==> src/shared/pio_port_regs.vh <==
// Register offsets, reset values and width constants for the shared pin port.
// ****************************************************************
// Operation
// Muxes pick peripheral or port output, enable.
// Port output never loops into peripheral input.
// Driving peripheral disables port driver; pin readable.
// Enabled idle peripheral lets port drive pin.
// Direction bit one means input.
// Reset makes every pin an input; a pin that a driving peripheral owns stays driven.
// Latch register reads latch; writes latch.
// Level register reads pins; writes latch.
// Unimplemented bits disabled, read as zero.
// Input-only shared pins are dedicated port pins.
// Every port pin is shareable, Schmitt input.
// Synced pin value feeds readback and peripherals.
// ****************************************************************
`ifndef PIO_PORT_REGS_VH
`define PIO_PORT_REGS_VH

// Byte offsets on the register bus.
`define DIR_OFS         4'h0
`define LATCH_OFS       4'h4
`define LEVEL_OFS       4'h8
`define ADDR_W          4

// Reset values.
`define DIR_RST         16'hFFFF
`define LATCH_RST       16'h0000

// Port width default.
`define PORT_W          16

`endif

==> src/design/pin_sync.v <==
// Two-stage synchroniser for a vector of pin inputs.
`default_nettype none

module pin_sync #(
	parameter W = 16
) (
	// Clock and reset.
	input  wire         clk_i,
	input  wire         sys_rst_i,
	// Asynchronous pins in, synchronised value out.
	input  wire [W-1:0] async_i,
	output wire [W-1:0] sync_o
);

	reg [W-1:0] meta_q;
	reg [W-1:0] sync_q;

	// The first stage is read only by the second stage.
	always @(posedge clk_i or posedge sys_rst_i) begin
		if (sys_rst_i) begin
			meta_q <= {W{1'b0}};
			sync_q <= {W{1'b0}};
		end else begin
			meta_q <= async_i;
			sync_q <= meta_q;
		end
	end

	assign sync_o = sync_q;

endmodule // pin_sync

`default_nettype wire

==> src/design/shared_pin_io_port.v <==
// Shared pin parallel port: direction, latch, level read and pin muxes.
`include "pio_port_regs.vh"
`default_nettype none

module shared_pin_io_port #(
	parameter              W        = `PORT_W,
	// Bits present on this variant; absent bits are disabled.
	parameter [W-1:0]      IMPL_MASK = {W{1'b1}},
	// Bits whose sharing peripheral is input only.
	parameter [W-1:0]      IN_ONLY  = {W{1'b0}}
) (
	// Clock and reset.
	input  wire            clk_i,
	input  wire            sys_rst_i,
	// Avalon-MM slave.
	input  wire [3:0]      avs_address_i,
	input  wire            avs_read_i,
	input  wire            avs_write_i,
	input  wire [31:0]     avs_writedata_i,
	input  wire [3:0]      avs_byteenable_i,
	output wire [31:0]     avs_readdata_o,
	output wire            avs_waitrequest_o,
	// Peripheral side of each pin.
	input  wire [W-1:0]    periph_en_i,
	input  wire [W-1:0]    periph_drive_i,
	input  wire [W-1:0]    periph_out_i,
	output wire [W-1:0]    periph_in_o,
	// Pads.
	input  wire [W-1:0]    pad_i,
	output wire [W-1:0]    pad_o,
	output wire [W-1:0]    pad_oe_o
);

	// ****************************************************************
	// Register file
	// ****************************************************************

	reg  [W-1:0] dir_q;
	reg  [W-1:0] latch_q;
	reg  [31:0]  rdata_q;
	reg          ack_q;
	wire [W-1:0] level_w;
	wire [W-1:0] wmask_w;
	wire         req_w;

	// Byte enables expand to a bit mask over the port width.
	function [W-1:0] be_mask;
		input [3:0] be;
		integer i;
		begin
			be_mask = {W{1'b0}};
			for (i = 0; i < W; i = i + 1)
				be_mask[i] = be[i / 8];
		end
	endfunction

	// Offset decode, used by both read and write paths.
	function is_ofs;
		input [3:0] a;
		input [3:0] ofs;
		begin
			is_ofs = (a == ofs);
		end
	endfunction

	assign wmask_w = be_mask(avs_byteenable_i) & IMPL_MASK;
	assign req_w   = avs_read_i | avs_write_i;

	// One wait cycle per access keeps read data registered.
	assign avs_waitrequest_o = req_w & ~ack_q;
	assign avs_readdata_o    = rdata_q;

	// Direction register; reset makes every pin that no driving peripheral owns an input.
	always @(posedge clk_i or posedge sys_rst_i) begin
		if (sys_rst_i) begin
			dir_q <= `DIR_RST;
		end else if (avs_write_i && !ack_q &&
		             is_ofs(avs_address_i, `DIR_OFS)) begin
			dir_q <= (dir_q & ~wmask_w) |
			         (avs_writedata_i[W-1:0] & wmask_w);
		end
	end

	// Latch takes writes to either the latch or the level offset.
	always @(posedge clk_i or posedge sys_rst_i) begin
		if (sys_rst_i) begin
			latch_q <= `LATCH_RST;
		end else if (avs_write_i && !ack_q &&
		             (is_ofs(avs_address_i, `LATCH_OFS) ||
		              is_ofs(avs_address_i, `LEVEL_OFS))) begin
			latch_q <= (latch_q & ~wmask_w) |
			           (avs_writedata_i[W-1:0] & wmask_w);
		end
	end

	// Read mux; unmapped offsets and absent bits read as zero.
	always @(posedge clk_i or posedge sys_rst_i) begin
		if (sys_rst_i) begin
			rdata_q <= 32'h0000_0000;
			ack_q   <= 1'b0;
		end else begin
			ack_q <= req_w & ~ack_q;
			if (avs_read_i && !ack_q) begin
				rdata_q <= 32'h0000_0000;
				if (is_ofs(avs_address_i, `DIR_OFS))
					rdata_q[W-1:0] <= dir_q & IMPL_MASK;
				else if (is_ofs(avs_address_i, `LATCH_OFS))
					rdata_q[W-1:0] <= latch_q & IMPL_MASK;
				else if (is_ofs(avs_address_i, `LEVEL_OFS))
					rdata_q[W-1:0] <= level_w & IMPL_MASK;
			end
		end
	end

	// ****************************************************************
	// Pin logic
	// ****************************************************************

	// Every pin input is synchronised; the Schmitt buffer sits in the pad.
	pin_sync #(
		.W(W)
	) u_sync (
		.clk_i    (clk_i),
		.sys_rst_i(sys_rst_i),
		.async_i  (pad_i),
		.sync_o   (level_w)
	);

	// The peripheral's own drive never comes back as the port's output, and
	// the port feeds peripherals only from the pad, so no loop through.
	assign periph_in_o = level_w & IMPL_MASK;

	// Per-pin output mux pair.
	genvar g;
	generate
		for (g = 0; g < W; g = g + 1) begin : g_pin
			wire own_w;
			// Peripheral owns the pin only when enabled and driving, and
			// never when its functions on this pin are input only.
			assign own_w = periph_en_i[g] & periph_drive_i[g] &
			               ~IN_ONLY[g];
			assign pad_o[g] = IMPL_MASK[g] &
			                  (own_w ? periph_out_i[g]
			                         : latch_q[g]);
			assign pad_oe_o[g] = IMPL_MASK[g] &
			                     (own_w ? 1'b1
			                            : ~dir_q[g]);
		end
	endgenerate

endmodule // shared_pin_io_port

`default_nettype wire

==> config.mk <==
export PLATFORM = sky130hd
export DESIGN_NAME = shared_pin_io_port
export DESIGN_NICKNAME = d
export VERILOG_FILES = /design/src/design/pin_sync.v /design/src/design/shared_pin_io_port.v
export VERILOG_INCLUDE_DIRS = /design/src /design/src/shared
export SDC_FILE = /design/constraint.sdc
export NUM_CORES = 1
export LEC_CHECK = 0
export BUFFER_PORTS_ARGS = -buffer_cell sky130_fd_sc_hd__buf_2
export CAP_MARGIN = 20
export CELL_PAD_IN_SITES_DETAIL_PLACEMENT = 1
export CELL_PAD_IN_SITES_GLOBAL_PLACEMENT = 1
export CORE_MARGIN = 2
export CORE_UTILIZATION = 36
export CTS_CLUSTER_DIAMETER = 40
export DETAILED_ROUTE_END_ITERATION = 7
export GPL_TIMING_DRIVEN = 0
export PLACE_DENSITY = 0.82
export SLEW_MARGIN = 20
export SYNTH_ARGS = -nofsm -noshare
export SYNTH_HDL_FRONTEND = slang
export SYNTH_SLANG_ARGS = --single-unit
==> constraint.sdc <==
create_clock -name clk_i -period 4.93 [get_ports clk_i]
set_input_delay 0.2465 -clock clk_i [delete_from_list [all_inputs] [get_ports clk_i]]
set_output_delay 0.2465 -clock clk_i [all_outputs]
set_load 0.03 [all_outputs]
; ---- Word-level counts from Yosys, hierarchy flattened
; Cells that the tools add are included.
; Widths: inputs -> output; s select.
[totals]
reg_bits = 81
out_inout_bits = 81
wordCells = 91
[op_classes]
eq_ne = 2
mux = 35
bitwise = 41
n_reduce_logical = 7
[ops]
columns = cell, n
row1 = $and 16x16->16, 3
row2 = $mux 16, 3
row3 = $mux 1, 32
row4 = $or 16x16->16, 2
row5 = $and 1x1->1, 17
row6 = $not 1->1, 17
row7 = $not 16->16, 1
row8 = $eq 4x3->1 const B, 1
row9 = $eq 4x4->1 const B, 1
row10 = $logic_and 1x1->1, 4
row11 = $logic_not 4->1, 1
row12 = $logic_not 1->1, 1
row13 = $logic_or 1x1->1, 1
row14 = $or 1x1->1, 1

; ---- Logic depth before layout (Yosys ltp)
[depth]
ltp_word = 4
mapped_depth = 5
mapped_depth_nobuf = 3

; ---- Cells and area by module
; From an unflattened synthesis, not the netlist that was laid out.
[unflattened]
cells_unflattened = 299
hier_area_um2 = 3490.8
[by_module_without_submodules]
columns = mod, instances, cells_per_inst, area_each_um2, seq_area_each_um2
row1 = shared_pin_io_port, 1, 266, 2686.3, 1246.2
row2 = pin_sync, 1, 33, 804.5, 800.8

; ---- Worst setup path after synthesis
; No wires, ideal clock.
[synth_timing]
kind = flip-flop to flip-flop
startpoint = reg ack_q
endpoint = reg rdata_q[0], in the netlist avs_readdata_o[0]
t_arrival_ns = 1.328
t_required_ns = 4.862
slack_ns = 3.534
stages_incl_launch_ff = 6
path_buffers = 2
synth_period_minus_slack_ns = 1.396
path_cell_list = dfrtp_1 nand2b_1 buf_2 nor3_2 buf_2 a32o_1
[synth_via]
elab_chain_len = 2
[synth_lines]
columns = element, line
row1 = start: declaration, shared_pin_io_port.v:41  ; reg ack_q;
row2 = start signal: assignment, shared_pin_io_port.v:102  ; ack_q <= req_w & ~ack_q;
row3 = $logic_not 1->1, shared_pin_io_port.v:103  ; if (avs_read_i && !ack_q) begin
row4 = $logic_and 1x1->1, shared_pin_io_port.v:103
row5 = end signal: indexed assignment, shared_pin_io_port.v:106  ; rdata_q[W-1:0] <= dir_q & IMPL_MASK;
row6 = end signal: indexed assignment, shared_pin_io_port.v:108  ; rdata_q[W-1:0] <= latch_q & IMPL_MASK;
row7 = end signal: indexed assignment, shared_pin_io_port.v:110  ; rdata_q[W-1:0] <= level_w & IMPL_MASK;
row8 = end: declaration, shared_pin_io_port.v:40  ; reg [31:0] rdata_q;
; No other way between the ends.
; A chain may end at the register's enable or synchronous reset.

; ---- Final worst setup path
[layout_timing]
startpoint = reg ack_q
endpoint = reg rdata_q[4], in the netlist avs_readdata_o[4]
; The elaborated chain is that of the path after synthesis.

==> flow_summary.yaml <==
critical_path:
  reg2reg_slack_ns: 3.15
  reg2reg_from: "ack_q$_DFF_PP0_"
  required_ns: 5.21
  critPathCaptureType: "register"
  critical_path.max_stage_delay_ns: 0.43
  cp_cell_sequence: "nand2b_1 -> buf_2 -> nor3_2 -> buf_2 -> a32o_1"
  crit_top_cell: "buf_2"
  crit_slowest_cell: "dfrtp_1"
  worst-r2r-cell-count: 5
  worstPathArrival_ns: 2.07
  critPathLaunchType: "register"
  critPathMaxFanout: 10
  critPathKind: "reg2reg"
  rr_endpoint: "avs_readdata_o[4]$_DFFE_PP0P_"
hold_path:
  hold_path.class: "in2reg"
  hold-path-endpoint: "u_sync.meta_q[10]$_DFF_PP0_"
  hold_path_startpoint: "pad_i[10]"
  hold_depth: 1
cts:
  path_clk_slew_ns: 0.10
  htreeDepth: 3
  cts_tree: "yes"
  clock_latency_ns: 0.35
  cts-buffers-inserted: 9
  cts.sink_count: 81
  clk_path_buf_depth: 2
  cts-root-buf: "clkbuf_8"
yosys:
  synthSimpleGateAreaFrac_pct: 9.51
  synthXorXnorAreaFrac_pct: 0.251
  synth_compound_area_share_pct: 9.19
  synth_top_family_by_area: "multiplexers"
  synth.avg_cell_area_um2: 11.7
  synth_fa_ha_area_share_pct: 0
  syn-instance-count: 298
  syn_area_um2: 3490
  synth_warnings: 0
  synth-seq-cells: 81
  synth_mux_area_share_pct: 15.5
  synth_cell_types: 17
  ys_seq_area_share_pct: 58.7
place:
  routabilityCongestion: 0.788
  dp_hpwl_um: 7770
  io_buffers: 153
timing:
  drv_slew: 0
  fin_crit_sh_pct: 36.2
  setup_viol: 0
  fin_tns_setup_ns: 0
  rsz0062_at_grt: "no"
  holdWs_ns: 0.0204
  min_period_ns: 1.78
  max_freq_mhz: 560
  worstMarginPinSlew_ns: 0.650
  clock_skew_ns: 0.0132
  relSlewSlack_pct: 56.7
  finalHoldViolCount: 0
floorplan:
  die_w_um: 102
  die_h_um: 102
  ios: 189
  initial_core_util_pct: 37.4
  dieArea_um2: 10500
  core_um2: 9330
  rows: 35
layout:
  final_common_cell: "buf_2"
  fill_cells: 1109
  fin_nets: 602
  syn_to_final_growth_pct: 38.9
  final_cell_mix: "buf_2, dfrtp_1, mux2_2, nand2_1, o21ai_0"
  layout-drive-gt1-share_pct: 52.5
  antenna_cells: 0
grt:
  grt_pass1_wl_um: 15100
  grt_use_met2_pct: 34.8
  use_met3_pct: 3.28
  grt_pass1_vias: 3055
  grt.busiest_layer: "met2"
  grt_overflow: 0
  grt_usage_pct: 19.1
  antenna_found_initial: 0
  grt_max_degree: 46
  globalRouteMet1Util_pct: 22.3
pwr:
  peakVddDrop_mv: 0.213
  p_leak_nw: 2.47
  p_per_area_nw_per_um2: 364
run:
  drv_cap: 0
detailed_routing:
  drc: 0
  drt-total-wl_um: 10000
  routedWlPerCell_um: 16.0
  drt-initial-drc-count: 62
  vias: 2916
  viasPerCell: 4.64
  dr.pass1.iters: 4
  ant_nets: 0
outcome:
  status: "finished, final reports clean"
## per-stage QoR
step	utilization, %	power, mW	setup slack, ns	cell area (µm²)	std cells
6_report	51.9	1.76	3.15	4840	628
5_1_grt	51.9	1.85	3.04	4840	628
4_1_cts	51.9	1.78	3.15	4840	628
2_1_floorplan	-	1.13	2.63	3540	313
3_5_place_dp	48.2	1.30	3.18	4490	596
3_3_place_gp	47.9	1.27	1.79	4470	595
## Yosys cell counts
| cell type | n | area, µm² |
|---|---|---|
| nor4b_4 | 1 | 23.8 |
| nand3_2 | 4 | 40.0 |
| nand2b_1 | 1 | 6.26 |
| clkbuf_1 | 7 | 26.3 |
| mux2_2 | 48 | 541 |
| dfrtp_1 | 65 | 1630 |
| nor3_2 | 1 | 10.0 |
| dfstp_2 | 16 | 420 |
| conb_1 | 1 | 3.75 |
| inv_1 | 17 | 63.8 |
| nor2_1 | 19 | 71.3 |
| xor2_1 | 1 | 8.76 |
| nand2_1 | 48 | 180 |
| o21ai_0 | 32 | 160 |
| buf_2 | 5 | 25.0 |
| buf_4 | 16 | 120 |
| a32o_1 | 16 | 160 |
## worst max path at each step
stage,startpoint,to,cells past startpoint
final,ack_q$_DFF_PP0_,avs_readdata_o[4]$_DFFE_PP0P_,5
after global routing,ack_q$_DFF_PP0_,avs_readdata_o[1]$_DFFE_PP0P_,5
after CTS,ack_q$_DFF_PP0_,avs_readdata_o[2]$_DFFE_PP0P_,5
after detailed placement,ack_q$_DFF_PP0_,avs_readdata_o[2]$_DFFE_PP0P_,5
after global placement,sys_rst_i,asynchronous set/reset pin,2
after floorplan,sys_rst_i,asynchronous set/reset pin,1
## timing repair
item / 4_1_cts / 5_1_grt
setup buffers: 0 / 0
endpoints found under the hold margin: 43 / 0
resized for setup: 0 / 0
hold buffers: 16 / 0
## power by group
group          internal, mW  switching, mW
Combinational         0.184          0.286
Sequential            0.761         0.0587
Clock                 0.197          0.275
## cells by family after synthesis
family	Yosys count
DFF	81
other	1
and+or+nand+nor	74
buffers and inverters	45
AOI/OAI and AO/OA	48
muxes	48
xor gates and xnor gates	1
## worst max-delay path, delay by kind of cell, from the launching register on
kind            cells  cell delay, ns
flops               1            0.43
compound gates      1            0.19
simple gates        2            0.58
buf+inv             2            0.51
## layer usage
| metal | share of wire (%) | routed length [µm] |
|---|---|---|
| met5 | 0 | 0 |
| met4 | 2.2 | 218 |
| met3 | 4.7 | 473 |
| met2 | 53 | 5370 |
| met1 | 40 | 3980 |
## area by class of cell
class / instances / area, µm² / area share (%)
Timing Repair Buffer: 170 / 946 / 19.5
Tap cell: 129 / 161 / 3.33
Inverter: 17 / 66.3 / 1.37
Clock buffer: 9 / 124 / 2.56
Multi-Input combinational cell: 187 / 1260 / 26.0
Buffer: 28 / 171 / 3.54
Clock inverter: 7 / 65.1 / 1.34
Sequential cell: 81 / 2050 / 42.3
Note: power is estimated with default switching activity, not from simulation.
